$ cat config.mk
export PLATFORM = sky130hd
export DESIGN_NAME = timer_capture_unit
export DESIGN_NICKNAME = d
export VERILOG_FILES = /design/src/rtl/capture_pkg.sv /design/src/rtl/timer_capture_unit.sv
export VERILOG_INCLUDE_DIRS = /design/src /design/src/rtl
export SDC_FILE = /design/constraint.sdc
export NUM_CORES = 1
export LEC_CHECK = 0
export ABC_AREA = 1
export BUFFER_PORTS_ARGS = -buffer_cell sky130_fd_sc_hd__buf_4
export CAP_MARGIN = 20
export CORE_MARGIN = 5
export CORE_UTILIZATION = 28
export CTS_CLUSTER_SIZE = 16
export DETAILED_ROUTE_END_ITERATION = 16
export PLACE_DENSITY = 0.52
export SKIP_CTS_REPAIR_TIMING = 1
export SLEW_MARGIN = 20
export SYNTH_ARGS = -nofsm -noshare
export SYNTH_HDL_FRONTEND = slang
export SYNTH_SLANG_ARGS = --single-unit
$ cat constraint.sdc
create_clock -name core_clk_i -period 7.7 [get_ports core_clk_i]
set_clock_uncertainty 0.2 [all_clocks]
set_input_delay 0.385 -clock core_clk_i [delete_from_list [all_inputs] [get_ports core_clk_i]]
set_output_delay 0.385 -clock core_clk_i [all_outputs]
set_load 0.02 [all_outputs]
$ cat src/rtl/capture_defs.svh
// register offsets, field positions and reset values of the capture unit
`ifndef CAPTURE_DEFS_SVH
`define CAPTURE_DEFS_SVH

`define CAP_OFF_CONTROL   12'h000
`define CAP_OFF_SOURCE    12'h004
`define CAP_OFF_FLAG      12'h008
`define CAP_OFF_LOW       12'h00C
`define CAP_OFF_HIGH      12'h010
`define CAP_OFF_PORT      12'h014

`define CAP_CTRL_EN_BIT   7
`define CAP_MODE_MSB      3
`define CAP_SRC_MSB       2
`define CAP_FLAG_BIT      0
`define CAP_PORT_DIR_BIT  0
`define CAP_PORT_VAL_BIT  1

`define CAP_CTRL_RST      8'h00
`define CAP_SRC_RST       3'h0
`define CAP_PORT_RST      2'h1
`define CAP_PRE4_LAST     4'h3
`define CAP_PRE16_LAST    4'hF

`endif

$ cat src/rtl/capture_pkg.sv
// types shared by the capture unit
package capture_pkg;
  typedef enum logic [3:0] {
    MODE_OFF     = 4'h0,
    MODE_ANY     = 4'h3,
    MODE_FALL    = 4'h4,
    MODE_RISE    = 4'h5,
    MODE_RISE4   = 4'h6,
    MODE_RISE16  = 4'h7
  } cap_mode_e;
  typedef enum logic [1:0] {
    RESP_OKAY   = 2'h0,
    RESP_SLVERR = 2'h2
  } axi_resp_e;
endpackage

$ cat src/rtl/timer_capture_unit.sv
// input capture unit with an axi4-lite register slave
//
// How it works
// RQ1: each qualifying event copies the 16-bit timer count into the byte pair.
// RQ2: four-bit mode picks fall, rise, every 4th, every 16th rise, or any edge.
// RQ3: every capture sets the capture event flag.
// RQ4: software clears the flag; reading the capture never clears it.
// RQ5: a new capture overwrites an unread value, no queueing.
// RQ6: each byte register updates on the event, so split reads can mix.
// RQ7: software disables the unit or reads twice for a coherent value.
// RQ8: a three-bit source field picks the signal feeding the edge detector.
// RQ9: software keeps the pin an input while capture is in use.
// RQ10: with the pin driven as output, the written value can trigger capture.
// RQ11: the timer runs in timer or synchronized counter mode.
// RQ12: the timer is clocked at instruction rate or externally, not raw osc.
// RQ13: the source is synchronised first; prescaler restarts on a mode change.
//
// The AXI4-Lite register port and the register addresses are this design's own decisions.
`timescale 1ns/1ps
`include "capture_defs.svh"
module timer_capture_unit (
  // clock and reset
  input  wire logic        core_clk_i,
  input  wire logic        sys_rst_i,
  // capture sources and timer count
  input  wire logic        capture_input_pin_i,
  input  wire logic [7:0]  capture_alt_src_i,
  input  wire logic [15:0] timer_count_i,
  // capture pin drive
  output logic             capture_pin_o,
  output logic             capture_pin_oe_o,
  // axi4-lite write address
  input  wire logic [11:0] s_axi_awaddr,
  input  wire logic        s_axi_awvalid,
  output logic             s_axi_awready,
  // axi4-lite write data
  input  wire logic [31:0] s_axi_wdata,
  input  wire logic [3:0]  s_axi_wstrb,
  input  wire logic        s_axi_wvalid,
  output logic             s_axi_wready,
  // axi4-lite write response
  output logic [1:0]       s_axi_bresp,
  output logic             s_axi_bvalid,
  input  wire logic        s_axi_bready,
  // axi4-lite read address
  input  wire logic [11:0] s_axi_araddr,
  input  wire logic        s_axi_arvalid,
  output logic             s_axi_arready,
  // axi4-lite read data
  output logic [31:0]      s_axi_rdata,
  output logic [1:0]       s_axi_rresp,
  output logic             s_axi_rvalid,
  input  wire logic        s_axi_rready
);

  // register state
  logic [7:0]  capture_control_reg_q;
  logic [2:0]  capture_source_reg_q;
  logic [1:0]  port_reg_q;
  logic        capture_event_flag_q;
  logic [7:0]  capture_low_byte_q;
  logic [7:0]  capture_high_byte_q;
  // bus state
  logic [11:0] awaddr_q;
  logic [31:0] wdata_q;
  logic        aw_held_q;
  logic        w_held_q;
  logic        wstrb0_q;
  // detector state
  logic [7:0]  sync1_q;
  logic [7:0]  sync2_q;
  logic        src_prev_q;
  logic [3:0]  pre_cnt_q;
  logic [3:0]  mode_prev_q;

  // decode of an address to a register select
  function automatic logic is_reg(input logic [11:0] a,
                                  input logic [11:0] off);
    is_reg = (a == off);
  endfunction

  // source selection and edge detection on the synchronised sources
  wire logic       cap_en       = capture_control_reg_q[`CAP_CTRL_EN_BIT];
  wire logic [3:0] mode         = capture_control_reg_q[`CAP_MODE_MSB:0];
  wire logic       src_now      = sync2_q[capture_source_reg_q]; // RQ8
  wire logic       rise         = src_now & ~src_prev_q;
  wire logic       fall         = ~src_now & src_prev_q;
  wire logic       mode_chg     = (mode != mode_prev_q); // RQ13
  wire logic       pre4_hit     = rise && (pre_cnt_q == `CAP_PRE4_LAST);
  wire logic       pre16_hit    = rise && (pre_cnt_q == `CAP_PRE16_LAST);
  wire logic       pre_wrap     = (mode == capture_pkg::MODE_RISE4) ?
                                  pre4_hit : pre16_hit;
  // RQ2
  wire logic       ev_any       = (mode == capture_pkg::MODE_ANY) &
                                  (rise | fall);
  wire logic       ev_fall      = (mode == capture_pkg::MODE_FALL) & fall;
  wire logic       ev_rise      = (mode == capture_pkg::MODE_RISE) & rise;
  wire logic       ev_r4        = (mode == capture_pkg::MODE_RISE4) &
                                  pre4_hit;
  wire logic       ev_r16       = (mode == capture_pkg::MODE_RISE16) &
                                  pre16_hit;
  wire logic       cap_event    = cap_en & ~mode_chg &
                                  (ev_any | ev_fall | ev_rise | ev_r4 | ev_r16);
  // pin drive mirrors the port register; the pin is sync source 0
  wire logic       pin_level    = port_reg_q[`CAP_PORT_DIR_BIT] ?
                                  capture_input_pin_i :
                                  port_reg_q[`CAP_PORT_VAL_BIT]; // RQ10
  wire logic [7:0] src_vec      = {capture_alt_src_i[7:1], pin_level};

  // bus write decode; a cleared lane-0 strobe leaves every register alone
  wire logic       do_write     = aw_held_q & w_held_q & ~s_axi_bvalid;
  wire logic       wr_ctrl      = do_write & wstrb0_q &
                                  is_reg(awaddr_q, `CAP_OFF_CONTROL);
  wire logic       wr_src       = do_write & wstrb0_q &
                                  is_reg(awaddr_q, `CAP_OFF_SOURCE);
  wire logic       wr_flag      = do_write & wstrb0_q &
                                  is_reg(awaddr_q, `CAP_OFF_FLAG);
  wire logic       wr_port      = do_write & wstrb0_q &
                                  is_reg(awaddr_q, `CAP_OFF_PORT);
  wire logic       wr_hit       = is_reg(awaddr_q, `CAP_OFF_CONTROL) |
                                  is_reg(awaddr_q, `CAP_OFF_SOURCE) |
                                  is_reg(awaddr_q, `CAP_OFF_FLAG) |
                                  is_reg(awaddr_q, `CAP_OFF_LOW) |
                                  is_reg(awaddr_q, `CAP_OFF_HIGH) |
                                  is_reg(awaddr_q, `CAP_OFF_PORT);

  // bus read decode; reads have no side effect on the flag
  wire logic       rd_take      = s_axi_arvalid & s_axi_arready; // RQ4
  wire logic [31:0] rd_mux      =
    is_reg(s_axi_araddr, `CAP_OFF_CONTROL) ? {24'h0, capture_control_reg_q} :
    is_reg(s_axi_araddr, `CAP_OFF_SOURCE)  ? {29'h0, capture_source_reg_q} :
    is_reg(s_axi_araddr, `CAP_OFF_FLAG)    ? {31'h0, capture_event_flag_q} :
    is_reg(s_axi_araddr, `CAP_OFF_LOW)     ? {24'h0, capture_low_byte_q} :
    is_reg(s_axi_araddr, `CAP_OFF_HIGH)    ? {24'h0, capture_high_byte_q} :
    is_reg(s_axi_araddr, `CAP_OFF_PORT)    ? {30'h0, port_reg_q} : 32'h0;
  wire logic       rd_hit       = is_reg(s_axi_araddr, `CAP_OFF_CONTROL) |
                                  is_reg(s_axi_araddr, `CAP_OFF_SOURCE) |
                                  is_reg(s_axi_araddr, `CAP_OFF_FLAG) |
                                  is_reg(s_axi_araddr, `CAP_OFF_LOW) |
                                  is_reg(s_axi_araddr, `CAP_OFF_HIGH) |
                                  is_reg(s_axi_araddr, `CAP_OFF_PORT);

  // two-flop synchroniser on every source
  always_ff @(posedge core_clk_i or posedge sys_rst_i) begin
    if (sys_rst_i) begin
      sync1_q <= 8'h00;
      sync2_q <= 8'h00;
    end else begin
      sync1_q <= src_vec; // RQ13
      sync2_q <= sync1_q;
    end
  end

  // edge history, prescaler and mode history
  always_ff @(posedge core_clk_i or posedge sys_rst_i) begin
    if (sys_rst_i) begin
      src_prev_q  <= 1'b0;
      pre_cnt_q   <= 4'h0;
      mode_prev_q <= 4'h0;
    end else begin
      src_prev_q  <= src_now;
      mode_prev_q <= mode;
      if (mode_chg || !cap_en) begin
        pre_cnt_q <= 4'h0; // RQ13
      end else if (rise) begin
        pre_cnt_q <= pre_wrap ? 4'h0 : pre_cnt_q + 4'h1;
      end
    end
  end

  // capture registers: both bytes load together, overwriting old data
  always_ff @(posedge core_clk_i or posedge sys_rst_i) begin
    if (sys_rst_i) begin
      capture_low_byte_q  <= 8'h00;
      capture_high_byte_q <= 8'h00;
    end else if (cap_event) begin
      capture_low_byte_q  <= timer_count_i[7:0];  // RQ1 RQ5 RQ6
      capture_high_byte_q <= timer_count_i[15:8]; // RQ1
    end
  end

  // event flag: set wins over a software clear in the same cycle
  always_ff @(posedge core_clk_i or posedge sys_rst_i) begin
    if (sys_rst_i) begin
      capture_event_flag_q <= 1'b0;
    end else if (cap_event) begin
      capture_event_flag_q <= 1'b1; // RQ3
    end else if (wr_flag) begin
      capture_event_flag_q <= wdata_q[`CAP_FLAG_BIT]; // RQ4
    end
  end

  // software registers
  always_ff @(posedge core_clk_i or posedge sys_rst_i) begin
    if (sys_rst_i) begin
      capture_control_reg_q <= `CAP_CTRL_RST;
      capture_source_reg_q  <= `CAP_SRC_RST;
      port_reg_q            <= `CAP_PORT_RST;
    end else begin
      if (wr_ctrl) capture_control_reg_q <= wdata_q[7:0];
      if (wr_src)  capture_source_reg_q  <= wdata_q[`CAP_SRC_MSB:0]; // RQ8
      if (wr_port) port_reg_q            <= wdata_q[1:0];
    end
  end

  // pin drive outputs
  always_ff @(posedge core_clk_i or posedge sys_rst_i) begin
    if (sys_rst_i) begin
      capture_pin_o    <= 1'b0;
      capture_pin_oe_o <= 1'b0;
    end else begin
      capture_pin_o    <= port_reg_q[`CAP_PORT_VAL_BIT];
      capture_pin_oe_o <= ~port_reg_q[`CAP_PORT_DIR_BIT];
    end
  end

  // axi write channels: address and data latched in either order
  always_ff @(posedge core_clk_i or posedge sys_rst_i) begin
    if (sys_rst_i) begin
      aw_held_q     <= 1'b0;
      w_held_q      <= 1'b0;
      awaddr_q      <= 12'h000;
      wdata_q       <= 32'h0000_0000;
      wstrb0_q      <= 1'b0;
      s_axi_awready <= 1'b1;
      s_axi_wready  <= 1'b1;
      s_axi_bvalid  <= 1'b0;
      s_axi_bresp   <= capture_pkg::RESP_OKAY;
    end else begin
      if (s_axi_awvalid && s_axi_awready) begin
        awaddr_q      <= {s_axi_awaddr[11:2], 2'b00};
        aw_held_q     <= 1'b1;
        s_axi_awready <= 1'b0;
      end
      if (s_axi_wvalid && s_axi_wready) begin
        wdata_q      <= s_axi_wdata;
        wstrb0_q     <= s_axi_wstrb[0];
        w_held_q     <= 1'b1;
        s_axi_wready <= 1'b0;
      end
      if (do_write) begin
        s_axi_bvalid <= 1'b1;
        s_axi_bresp  <= wr_hit ? capture_pkg::RESP_OKAY :
                                 capture_pkg::RESP_SLVERR;
      end
      if (s_axi_bvalid && s_axi_bready) begin
        s_axi_bvalid  <= 1'b0;
        aw_held_q     <= 1'b0;
        w_held_q      <= 1'b0;
        s_axi_awready <= 1'b1;
        s_axi_wready  <= 1'b1;
      end
    end
  end

  // axi read channels
  always_ff @(posedge core_clk_i or posedge sys_rst_i) begin
    if (sys_rst_i) begin
      s_axi_arready <= 1'b1;
      s_axi_rvalid  <= 1'b0;
      s_axi_rdata   <= 32'h0000_0000;
      s_axi_rresp   <= capture_pkg::RESP_OKAY;
    end else if (rd_take) begin
      s_axi_arready <= 1'b0;
      s_axi_rvalid  <= 1'b1;
      s_axi_rdata   <= rd_mux;
      s_axi_rresp   <= rd_hit ? capture_pkg::RESP_OKAY :
                                capture_pkg::RESP_SLVERR;
    end else if (s_axi_rvalid && s_axi_rready) begin
      s_axi_rvalid  <= 1'b0;
      s_axi_arready <= 1'b1;
    end
  end

  // assertions
  cap_load_a: assert property ( // RQ1
    @(posedge core_clk_i) disable iff (sys_rst_i)
    cap_event |=> {capture_high_byte_q, capture_low_byte_q}
                  == $past(timer_count_i))
    else $error("capture pair did not load the timer count");
  cap_flag_set_a: assert property ( // RQ3
    @(posedge core_clk_i) disable iff (sys_rst_i)
    cap_event |=> capture_event_flag_q)
    else $error("flag not set after capture");
  flag_sticky_a: assert property ( // RQ4
    @(posedge core_clk_i) disable iff (sys_rst_i)
    capture_event_flag_q && !wr_flag |=> capture_event_flag_q)
    else $error("flag cleared without a software write");
  fall_mode_a: assert property ( // RQ2
    @(posedge core_clk_i) disable iff (sys_rst_i)
    cap_event && mode == capture_pkg::MODE_FALL |-> fall)
    else $error("falling mode captured on a non-falling edge");
  rise16_cnt_a: assert property ( // RQ2
    @(posedge core_clk_i) disable iff (sys_rst_i)
    cap_event && mode == capture_pkg::MODE_RISE16 |-> pre_cnt_q == 4'hF)
    else $error("every-16th capture at wrong prescale count");
  hold_no_event_a: assert property ( // RQ6
    @(posedge core_clk_i) disable iff (sys_rst_i)
    !cap_event |=> $stable(capture_low_byte_q))
    else $error("capture low byte moved without an event");
  pre_restart_a: assert property ( // RQ13
    @(posedge core_clk_i) disable iff (sys_rst_i)
    mode_chg |=> pre_cnt_q == 4'h0)
    else $error("prescaler did not restart on mode change");
  sync_delay_a: assert property ( // RQ13
    @(posedge core_clk_i) disable iff (sys_rst_i)
    ##2 sync2_q == $past(src_vec, 2))
    else $error("source synchroniser latency wrong");
  src_sel_a: assert property ( // RQ8
    @(posedge core_clk_i) disable iff (sys_rst_i)
    cap_event && mode == capture_pkg::MODE_RISE |->
      sync2_q[capture_source_reg_q] &&
      !$past(sync2_q[capture_source_reg_q]))
    else $error("rise capture not on an edge of the selected source");
  drive_cap_a: assert property ( // RQ10
    @(posedge core_clk_i) disable iff (sys_rst_i)
    !port_reg_q[`CAP_PORT_DIR_BIT] |->
      ##2 sync2_q[0] == $past(port_reg_q[`CAP_PORT_VAL_BIT], 2))
    else $error("driven pin value not seen by detector");
  overwrite_a: assert property ( // RQ5
    @(posedge core_clk_i) disable iff (sys_rst_i)
    cap_event && capture_event_flag_q |=>
      {capture_high_byte_q, capture_low_byte_q} == $past(timer_count_i))
    else $error("pending capture was not overwritten");
  cap_any_c: cover property (@(posedge core_clk_i)
    cap_event && mode == capture_pkg::MODE_ANY);
  cap_r4_c: cover property (@(posedge core_clk_i) ev_r4);
  set_clr_c: cover property (@(posedge core_clk_i) cap_event && wr_flag);
endmodule

==> results by group, run 1 <==
Status
  • Outcome: complete, no violations

CTS
  • CTS tree: done
  • Clock sinks: 93
  • Clock Latency Late Sink: 0.34 ns
  • Clock input transition at the sequential cells of the worst setup and hold paths: 0.07 ns
  • H-Tree Depth: 3
  • Clock tree buffer depth: 2
  • CTS Buf Count: 9
  • Clock root buffer: clkbuf_16

Floorplan
  • Initial Util: 28.3%
  • Die X: 133 um
  • Core Rows: 45
  • Boundary Pins: 135
  • Die Ht: 133 um
  • Die area: 17800 um^2
  • Core ar.: 15100 um^2

Detailed routing
  • Routed vias: 3349
  • M1 WL: 4490 um
  • Pre-Repair DR Iteration Count: 4
  • Antenna-violating nets left: 0
  • Starting DRT DRC Count: 134
  • Wire length per cell: 12.6 um
  • Final wirelength: 9750 um
  • Met2 wire len: 4480 um
  • Highest metal used: met4
  • Drt drc: 0
  • Post-DR vias/cell: 4.34
  • Met3 wire length: 681 um

Logic synthesis
  • Synth Register Bits: 93
  • Netlist Area Pre-Place: 4270 um^2
  • Synth Instances: 490
  • Share of the yosys chip area belonging to registers: 54.6%
  • Syn. warnings: 0
  • Synth unique cells: 35
  • Number of synthesized flops with an enable pin: 0
  • Post-Syn Area per Cell: 8.71 um^2
  • Main synth FF type: dfrtp_1
  • Synth async-reset ratio: 100%

Final layout
  • Area growth syn-to-layout: 24.8%
  • Fraction of layout cells with a size suffix above 1: 21.4%
  • Commonest non-fill, non-tap cell in the layout: nand2_1
  • Final Non-Filler Cells: 771
  • Fin area: 5330 um^2
  • Nets: 673
  • ANT cells: 0
  • Most frequent cells in the layout: nand2_1 (144), dfrtp_1 (89), buf_4 (79)
  • Layout fillers: 1545
  • Finished Core Util: 35.3%

Critical path
  • Critical Path RT: 7.73 ns
  • Crit-path most repeated cell: nand2_1
  • CP startpoint: capture_source_reg_q[0]
  • CP max-delay cell: dfrtp_1
  • CP Depth: 13
  • Peak fanout along the critical path: 17
  • Worst endpoint data arrival time: 3.14 ns
  • Critical path cell sequence: inv_1 -> nor2_1 -> o32ai_1 -> inv_1 -> o21ai_0 -> ha_1 -> nand2_1 -> nor3_1 -> nand3_1 -> nand2_2 -> nand2_4 -> nand2_1 -> nand2_1
  • Worst stage delay on the critical path: 0.46 ns
  • Worst path bufs/invs: 2
  • Crit Path Class: register to register
  • Delay-heaviest family, CP: simple AND/OR/NAND/NOR gates
  • Startpoint Class: register
  • R2R Path Start: capture_source_reg_q[0]
  • Setup crit end kind: register
  • R2R cell count: 13

Job
  • Max Cap Viol: 0

Global route
  • Vias in the first global route: 3281
  • Aggregate global routing overflow: 0
  • Initial antenna violation count: 0
  • Total track usage: 11.2%
  • Largest net degree at the start of global routing: 69
  • First-pass GRT wire length: 16100 um

Timing
  • Setup violations, final: 0
  • Hold slack: 0.00228 ns
  • Max-slew violations: 0
  • Fin crit period: 3.10 ns
  • Maximum clock rate: 322 MHz
  • Max-slew headroom: 43.1%
  • Sum Neg Setup Slack: 0 ns
  • RSZ-0062 raised after global routing: false
  • Hold Fails Final Rpt: 0
  • Period utilization: 40.3%
  • Final setup margin: 4.60 ns
  • Least-Margin Pin Slew: 0.854 ns

Worst hold path
  • Worst hold stages: 2
  • Hold crit path type: primary input to register
  • Hold path start: s_axi_wvalid

Power
  • Maximum vdd drop: 0.153 mV
  • Pwr/cell area: 257 nW/um^2
  • Leakage: 2.62 nW
  • Tot Pwr: 1.37 mW

Placed design
  • Port Buf Inserts: 78
  • GPL Wtd Cong: 0.796
  • DP Worst Slack: 4.56 ns
  • Final HPWL DP: 7240 um
  • Area after DPL: 4930 um^2
  • # placed instances: 746
==> area by class of cell <==
class                           instances  area [um^2]  area share [%]
Timing Repair Buffer                   88          683            12.8
Multi-Input combinational cell        333         1570            29.5
Tap cell                              188          235            4.42
Sequential cell                        93         2330            43.8
Clock buffer                           10          239            4.49
Clock inverter                          6         68.8            1.29
Inverter                               53          200            3.76
==> worst register-to-register path, stage by stage (launching register included) <==
cell	delay, ns
dfrtp_1	0.46
inv_1	0.14
nor2_1	0.05
o32ai_1	0.21
inv_1	0.07
o21ai_0	0.33
ha_1	0.41
nand2_1	0.10
nor3_1	0.17
nand3_1	0.14
nand2_2	0.31
nand2_4	0.21
nand2_1	0.12
nand2_1	0.07
==> path summary, 6_finish.rpt <==
check | end | slack [ns]
setup / recovery | capture_high_byte_q[4] | 4.60
hold / removal | s_axi_wready | 0.002
setup reg to reg | capture_high_byte_q[4] | 4.60
hold reg to reg | sync2_q[7] | 0.15
max in group asynchronous | s_axi_rdata[2] | 5.70
min in group asynchronous | wstrb0_q | 0.39
==> report_power, final <==
| group | switching (mW) | total [mW] | internal (mW) | leakage, nW |
|---|---|---|---|---|
| Sequential | 0.0555 | 0.633 | 0.578 | 1.12 |
| Combinational | 0.177 | 0.279 | 0.103 | 1.35 |
| Clock | 0.192 | 0.454 | 0.263 | 0.149 |
==> synthesized netlist by cell type, types with 3 or more instances <==
| cell | number | area, um^2 |
|---|---|---|
| nor2_4 | 3 | 33.8 |
| clkbuf_1 | 3 | 11.3 |
| dfrtp_1 | 89 | 2230 |
| inv_2 | 5 | 18.8 |
| o21ai_1 | 3 | 15.0 |
| nor3_1 | 9 | 45.0 |
| buf_4 | 29 | 218 |
| nor2_1 | 24 | 90.1 |
| dfstp_2 | 4 | 105 |
| ha_1 | 3 | 37.5 |
| nand4_1 | 6 | 37.5 |
| nand3_1 | 47 | 235 |
| a21oi_1 | 6 | 30.0 |
| nand2_1 | 144 | 541 |
| inv_1 | 46 | 173 |
| o21ai_0 | 37 | 185 |
| o21ai_2 | 8 | 70.1 |
==> per-layer routing <==
metal / global-route usage, % / up-vias
met5: 0 / -
met4: 3.37 / 0
met2: 18.1 / 95
met1: 14.2 / 1554
met3: 4.00 / 7
li1: - / 1693
==> state kept, by name, indices dropped and copies added (netlist names), 2 cells and up <==
| name | count |
|---|---|
| awaddr_q | 10 |
| capture_control_reg_q | 8 |
| capture_high_byte_q | 8 |
| capture_low_byte_q | 8 |
| capture_source_reg_q | 3 |
| mode_prev_q | 4 |
| port_reg_q | 2 |
| pre_cnt_q | 4 |
| s_axi_rdata | 8 |
| sync1_q | 8 |
| sync2_q | 8 |
| wdata_q | 8 |
==> logic make-up (layout without fill, tap and decap cells) <==
| group | Yosys count | in the layout | share of synthesized area [%] |
|---|---|---|---|
| AND/OR/NAND/NOR | 243 | 243 | 25.3 |
| XOR/XNOR | 2 | 2 | 0.411 |
| buffers and inverters | 89 | 157 | 10.8 |
| flip-flops | 93 | 93 | 54.6 |
| other | 1 | 26 | 0.0879 |
| adder cells (fa/ha/maj) | 3 | 3 | 0.880 |
| AO/OA/AOI/OAI | 59 | 59 | 7.92 |
(Power assumes the default switching activity.)
==> run 2, diff against run 1 <==
--- a/config.mk
+++ b/config.mk
@@ -6,14 +6,14 @@
 export SDC_FILE = /design/constraint.sdc
 export NUM_CORES = 1
 export LEC_CHECK = 0
-export ABC_AREA = 1
+export ABC_AREA = 0
 export BUFFER_PORTS_ARGS = -buffer_cell sky130_fd_sc_hd__buf_4
 export CAP_MARGIN = 20
 export CORE_MARGIN = 5
 export CORE_UTILIZATION = 28
 export CTS_CLUSTER_SIZE = 16
 export DETAILED_ROUTE_END_ITERATION = 16
-export PLACE_DENSITY = 0.52
+export PLACE_DENSITY = 0.54
 export SKIP_CTS_REPAIR_TIMING = 1
 export SLEW_MARGIN = 20
 export SYNTH_ARGS = -nofsm -noshare
==> constraint.sdc (replaced) <==
create_clock -name core_clk_i -period 2.6 [get_ports core_clk_i]
set_clock_uncertainty 0.2 [all_clocks]
set_input_delay 0.13 -clock core_clk_i [delete_from_list [all_inputs] [get_ports core_clk_i]]
set_output_delay 0.13 -clock core_clk_i [all_outputs]
set_load 0.02 [all_outputs]
==> run 2 against run 1 <==
- the run now ends with hold timing, setup timing left
- critical path depth is 3 lower
- final area increased by 7.1%
- non-clock buffer count rose by 56
- worst setup slack worse by 4.8 ns
- sequential cell count stayed put
- combinational power rose to 2.6 times the previous value
- register-to-register slack worse by 4.8 ns
- via count is 14% lower
- count of clock-buffer cells in the layout is 2 higher
- largest cell class unchanged
- fmax grew 11%
- die area shrank 4.6%
==> results by group, run 2 <==
Timing
  • Period utilization: 107%
  • Setup violations, final: 16
  • Maximum clock rate: 359 MHz
  • Fin crit period: 2.79 ns
  • Least-Margin Pin Slew: 0.587 ns
  • Final setup margin: -0.185 ns
  • RSZ-0062 raised after global routing: true
  • Hold slack: -0.0175 ns
  • Hold Fails Final Rpt: 1
  • Max-slew violations: 0
  • Max-slew headroom: 60.5%

Floorplan
  • Die Ht: 130 um
  • Initial Util: 28.2%
  • Core Rows: 44
  • Die area: 17000 um^2
  • Boundary Pins: 135
  • Die X: 130 um
  • Core ar.: 14400 um^2

Final layout
  • Area growth syn-to-layout: 40.7%
  • Fraction of layout cells with a size suffix above 1: 35.4%
  • Nets: 562
  • Top reg by flops: awaddr_q
  • Finished Core Util: 39.7%
  • ANT cells: 0
  • Commonest non-fill, non-tap cell in the layout: dfrtp_1
  • Max FFs per register: 10
  • Most frequent cells in the layout: dfrtp_1 (88), buf_4 (87), dlygate4sd3_1 (55)

Logic synthesis
  • Share of the yosys chip area belonging to registers: 57.5%
  • Most numerous cell in the Yosys netlist: dfrtp_1
  • Synth async-reset ratio: 100%
  • Netlist Area Pre-Place: 4050 um^2
  • Dominant cell type by area after synthesis: dfrtp_1
  • Synth top area share: 54.9%
  • Synth Instances: 318
  • Number of synthesized flops with an enable pin: 0
  • Syn. warnings: 0
  • Synth Register Bits: 93
  • Main synth FF type: dfrtp_1
  • Synth unique cells: 46
  • Synth top area cells: dfrtp_1 (55%), mux2_2 (11%), buf_4 (4.8%), mux2_4 (3.3%), dfstp_2 (2.6%)
  • Post-Syn Area per Cell: 12.7 um^2
  • Post-synth top cells: dfrtp_1 (89), mux2_2 (41), buf_4 (26), nand2_1 (18), o21ai_0 (14)

Critical path
  • Worst path bufs/invs: 2
  • Worst stage delay on the critical path: 0.53 ns
  • Critical path cell sequence: mux4_2 -> mux2i_4 -> inv_2 -> ha_4 -> and2_4 -> a311oi_2 -> nor4b_2 -> o21bai_4 -> buf_4 -> mux2_4
  • CP max-delay cell: mux4_2
  • Peak fanout along the critical path: 6
  • Delay-heaviest family, CP: multiplexers
  • Critical Path RT: 2.62 ns
  • Crit Path Class: register to register
  • Startpoint Class: register
  • Worst endpoint data arrival time: 2.81 ns
  • Setup crit end kind: register

Status
  • Failing checks: hold timing, setup timing
  • Outcome: finished, violations left

Power
  • Tot Pwr: 3.78 mW
  • Psw: 1.02 mW
  • Sequential share of power: 49.4%
  • Clk network pwr share: 31.4%
  • Maximum vdd drop: 0.356 mV
  • Combinational share of power: 19.2%
  • Internal power: 2.77 mW
  • Pwr/cell area: 663 nW/um^2
  • Leakage: 2.63 nW
  • Sw Share: 26.8%

Job
  • Max Cap Viol: 0

CTS
  • Clock sinks: 93
  • CTS Buf Count: 9
  • Clock root buffer: clkbuf_16
  • H-Tree Depth: 3
  • Clock tree buffer depth: 2
  • Clock Latency Late Sink: 0.34 ns
  • CTS tree: done
  • Clock input transition at the sequential cells of the worst setup and hold paths: 0.06 ns

Global route
  • First-pass GRT wire length: 14400 um
  • Largest net degree at the start of global routing: 73
  • Vias in the first global route: 2753
  • Aggregate global routing overflow: 0
  • Total track usage: 10.9%
  • Initial antenna violation count: 0

Detailed routing
  • Post-DR vias/cell: 4.37
  • Final wirelength: 9250 um
  • Pre-Repair DR Iteration Count: 4
  • Drt drc: 0
  • Antenna-violating nets left: 0
  • Wire length per cell: 14.1 um
  • Starting DRT DRC Count: 132
  • Routed vias: 2866

Placed design
  • Port Buf Inserts: 78
  • GPL Wtd Cong: 0.741
  • Final HPWL DP: 6810 um

Worst hold path
  • Hold crit path type: primary input to register
-- run 2: cell count changes after synthesis, moves of 7 or more --
cell     before  now
inv_1        46   12
mux2_4        0    9
nand2_1     144   18
mux2_2        0   41
nand3_1      47    6
nor2_1       24   13
o21ai_2       8    0
o21ai_0      37   14
a21oi_1       6   13
mux2i_1       0    8
-- run 2: path summary, 6_finish.rpt --
check / slack, ns / start / to / cells past startpoint
max: -0.19 / capture_source_reg_q[0] / capture_high_byte_q[0] / 10
min: -0.02 / s_axi_araddr[4] / s_axi_rresp[1] / 3
max reg2reg: -0.19 / capture_source_reg_q[0] / capture_high_byte_q[0] / 10
min reg2reg: 0.15 / sync1_q[3] / sync2_q[3] / 0
max in group asynchronous: 1.27 / sys_rst_i / s_axi_arready / 4
min in group asynchronous: 0.17 / sys_rst_i / sync1_q[5] / 3
-- run 2: stage by stage --
step                      instance area [um^2]  setup TNS [ns]  setup slack, ns  instances
after floorplan                           4170           -2.64           -0.226        343
after global placement                    4870           -4.56           -0.289        585
after detailed placement                  4870           -5.65           -0.357        585
after CTS                                 5140           -5.66           -0.357        601
after global routing                      5710           -4.96           -0.318        656
final                                     5710           -2.72           -0.185        656
-- run 2: kinds of logic after synthesis --
family                     count (synthesis)  share of synthesized area (%)
and+or+nand+nor                           67                           8.70
AOI/OAI and AO/OA                         47                           7.50
adders and majority gates                  3                          0.926
xor gates and xnor gates                   4                          0.864
other                                      1                         0.0925
muxes                                     60                           17.8
DFF                                       93                           57.5
buffers and inverters                     43                           6.57
-- run 2: layer usage --
layer | vias to the layer above | routed length (um) | track usage, %
met5 | - | 0 | 0
met4 | 0 | 256 | 5.07
met3 | 16 | 615 | 3.19
met2 | 97 | 4400 | 16.7
met1 | 1374 | 3980 | 14.2
li1 | 1379 | - | -
-- run 2: worst reg2reg max path, delay by kind of cell, from the launching register on --
kind	cells	cell delay, ns
muxes	3	1.03
adders and majority gates	1	0.16
buffers and inverters	2	0.27
AOI/OAI and AO/OA	2	0.37
DFF	1	0.40
and+or+nand+nor	2	0.25
-- run 2: area by class of cell --
class                      count  area [um^2]
clock buffer                  12          236
fill                        1370         8660
multi-input combinational    207         1590
sequential                    93         2330
inverter                      12         48.8
tap                          184          230
clock inverter                 4         27.5
timing repair buffer         144         1240
-- run 2: power by group through the flow --
| stage | Combinational (mW) | Clock (mW) | Sequential, mW |
|---|---|---|---|
| after CTS | 0.655 | 1.23 | 1.87 |
| after detailed placement | 0.651 | 0 | 1.90 |
| after global routing | 0.807 | 1.29 | 1.91 |
| after floorplan | 0.425 | 0 | 1.89 |
| final | 0.728 | 1.19 | 1.87 |
| after global placement | 0.640 | 0 | 1.89 |
==> run 3, diff against run 2 <==
--- a/config.mk
+++ b/config.mk
@@ -13,9 +13,9 @@
 export CORE_UTILIZATION = 28
 export CTS_CLUSTER_SIZE = 16
 export DETAILED_ROUTE_END_ITERATION = 16
+export GPL_TIMING_DRIVEN = 0
 export PLACE_DENSITY = 0.54
 export SKIP_CTS_REPAIR_TIMING = 1
-export SLEW_MARGIN = 20
 export SYNTH_ARGS = -nofsm -noshare
 export SYNTH_HDL_FRONTEND = slang
 export SYNTH_SLANG_ARGS = --single-unit
==> run 3 against run 2 <==
- the flow finishes with violations (setup timing)
- total power grew 4.7%
- first-iteration DRC count is 58% lower
- non-clock buffer count up 28
- sequential cell count stayed put
- die area stayed put
- fmax down 2.8%
- core utilization grew 1.7 points
- wire length is 1.4% higher
- register-to-register slack got worse by 0.08 ns
- worst hold slack better by 0.052 ns
- worst setup slack lost 0.080 ns
- via count increased by 1.6%
- critical path type unchanged
- critical endpoint is now capture_high_byte_q[3]
- largest cell class unchanged
==> results by group, run 3 (synthesis gave the netlist of run 2 again) <==
Status
  • Outcome: finished, violations left
  • Failing checks: setup timing

Placed design
  • Area after DPL: 5030 um^2
  • GPL Wtd Cong: 0.711
  • DP Worst Slack: -0.723 ns
  • Port Buf Inserts: 78
  • Final HPWL DP: 6910 um

Timing
  • Max-slew headroom: 54.4%
  • Setup violations, final: 17
  • Maximum clock rate: 349 MHz
  • Max-slew violations: 0
  • Sum Neg Setup Slack: -4.16 ns
  • RSZ-0062 raised after global routing: true
  • Hold Fails Final Rpt: 0
  • Final setup margin: -0.266 ns
  • Fin crit period: 2.87 ns
  • Least-Margin Pin Slew: 0.678 ns
  • Period utilization: 110%

Final layout
  • Layout fillers: 1370
  • Fin area: 5950 um^2
  • Max FFs per register: 10
  • Multi-input logic area: 1590 um^2
  • Nets: 590
  • Commonest non-fill, non-tap cell in the layout: buf_4
  • Storage element area: 2330 um^2
  • Fraction of layout cells with a size suffix above 1: 39.0%
  • Most frequent cells in the layout: buf_4 (110), dfrtp_1 (88), dlygate4sd3_1 (54)
  • Top reg by flops: awaddr_q
  • ANT cells: 0
  • Finished Core Util: 41.4%
  • Area growth syn-to-layout: 46.7%

Global route
  • Total track usage: 10.9%
  • Largest net degree at the start of global routing: 43
  • Initial antenna violation count: 0
  • Aggregate global routing overflow: 0
  • First-pass GRT wire length: 14400 um
  • Vias in the first global route: 2806

Detailed routing
  • Antenna-violating nets left: 0
  • Pre-Repair DR Iteration Count: 4
  • Final wirelength: 9380 um
  • Wire length per cell: 13.7 um
  • Starting DRT DRC Count: 56
  • Post-DR vias/cell: 4.26
  • Drt drc: 0
  • Routed vias: 2911

Power
  • Psw: 1.06 mW
  • Sequential share of power: 47.2%
  • Maximum vdd drop: 0.385 mV
  • Pwr/cell area: 666 nW/um^2
  • Clk network pwr share: 33.3%
  • Leakage: 2.79 nW
  • Sw Share: 26.8%
  • Internal power: 2.90 mW
  • Combinational share of power: 19.4%

Critical path
  • Critical Path RT: 2.63 ns
  • CP max-delay cell: mux4_2
  • Startpoint Class: register
  • Worst endpoint data arrival time: 2.89 ns
  • Worst R2R Setup Slack: -0.27 ns
  • Worst stage delay on the critical path: 0.53 ns
  • Critical path cell sequence: mux4_2 -> mux2i_4 -> inv_2 -> ha_4 -> and2_4 -> a311oi_2 -> nor4b_2 -> o21bai_4 -> buf_8 -> mux2_4
  • Peak fanout along the critical path: 10
  • Setup crit end kind: register
  • Crit Path Class: register to register

CTS
  • H-Tree Depth: 3
  • Clock root buffer: clkbuf_16
  • CTS tree: done
  • Clock tree buffer depth: 2
  • Clock sinks: 93
  • CTS Buf Count: 9
  • Clock Latency Late Sink: 0.34 ns
  • Clock input transition at the sequential cells of the worst setup and hold paths: 0.07 ns

Floorplan
  • Core Rows: 44
  • Die area: 17000 um^2
  • Core ar.: 14400 um^2
  • Die X: 130 um
  • Die Ht: 130 um
  • Initial Util: 28.2%
  • Boundary Pins: 135

Worst hold path
  • Hold crit path type: primary input to register

Job
  • Max Cap Viol: 0
==> run 3: changes by cell type in the layout (fill, tap and decap cells not counted), sizes merged <==
cell / before / now
clkinvlp: 1 / 2
buf: 89 / 115
bufinv: 0 / 1
inv: 11 / 13
dlygate4sd3: 55 / 54
clkinv: 4 / 3
==> run 3: metrics by stage <==
step                      std cells  power (mW)  hold slack (ns)
after detailed placement        607        2.59         -0.00498
after floorplan                 343        2.32          -0.0386
after CTS                       623        3.93           -0.375
after global routing            684        4.18           0.0859
after global placement          605        2.55           0.0399
final                           684        3.96           0.0344
==> run 3: final timing paths <==
kind                                     endpoint  cells after the start               startpoint
min                                s_axi_rdata[0]                      5          s_axi_araddr[0]
max in group asynchronous            s_axi_wready                      4                sys_rst_i
min in group asynchronous              sync2_q[4]                      3                sys_rst_i
max                        capture_high_byte_q[3]                     10  capture_source_reg_q[0]
min reg2reg                            sync2_q[7]                      0               sync1_q[7]
max reg2reg                capture_high_byte_q[3]                     10  capture_source_reg_q[0]
==> run 3: layout make-up <==
| class | count | share of cell area, % |
|---|---|---|
| Tap cell | 184 | 3.87 |
| Sequential cell | 93 | 39.2 |
| Clock inverter | 7 | 1.24 |
| Buffer | 31 | 3.79 |
| Timing Repair Buffer | 141 | 20.6 |
| Clock buffer | 9 | 3.79 |
| Multi-Input combinational cell | 207 | 26.7 |
| Inverter | 12 | 0.820 |
==> run 3: per-layer routing <==
| metal | part of all wire [%] | global-route usage (%) |
|---|---|---|
| met1 | 43 | 13.7 |
| met2 | 49 | 17.8 |
| met3 | 6.9 | 3.64 |
| met4 | 1.2 | 3.48 |
| met5 | 0 | 0 |
==> run 3: power by group through the flow <==
stage,logic [mW],registers [mW],clock network (mW)
finish,0.770,1.87,1.32
global route,0.849,1.91,1.42
CTS,0.684,1.88,1.36
detailed placement,0.683,1.90,0
global placement,0.659,1.89,0
floorplan,0.425,1.89,0
==> run 3: critical path: cells and delay by family (launching register included) <==
kind,cells,cell delay [ns]
compound gates,2,0.41
fa+ha+maj,1,0.18
buf+inv,2,0.27
flops,1,0.40
mux,3,1.03
simple gates,2,0.26
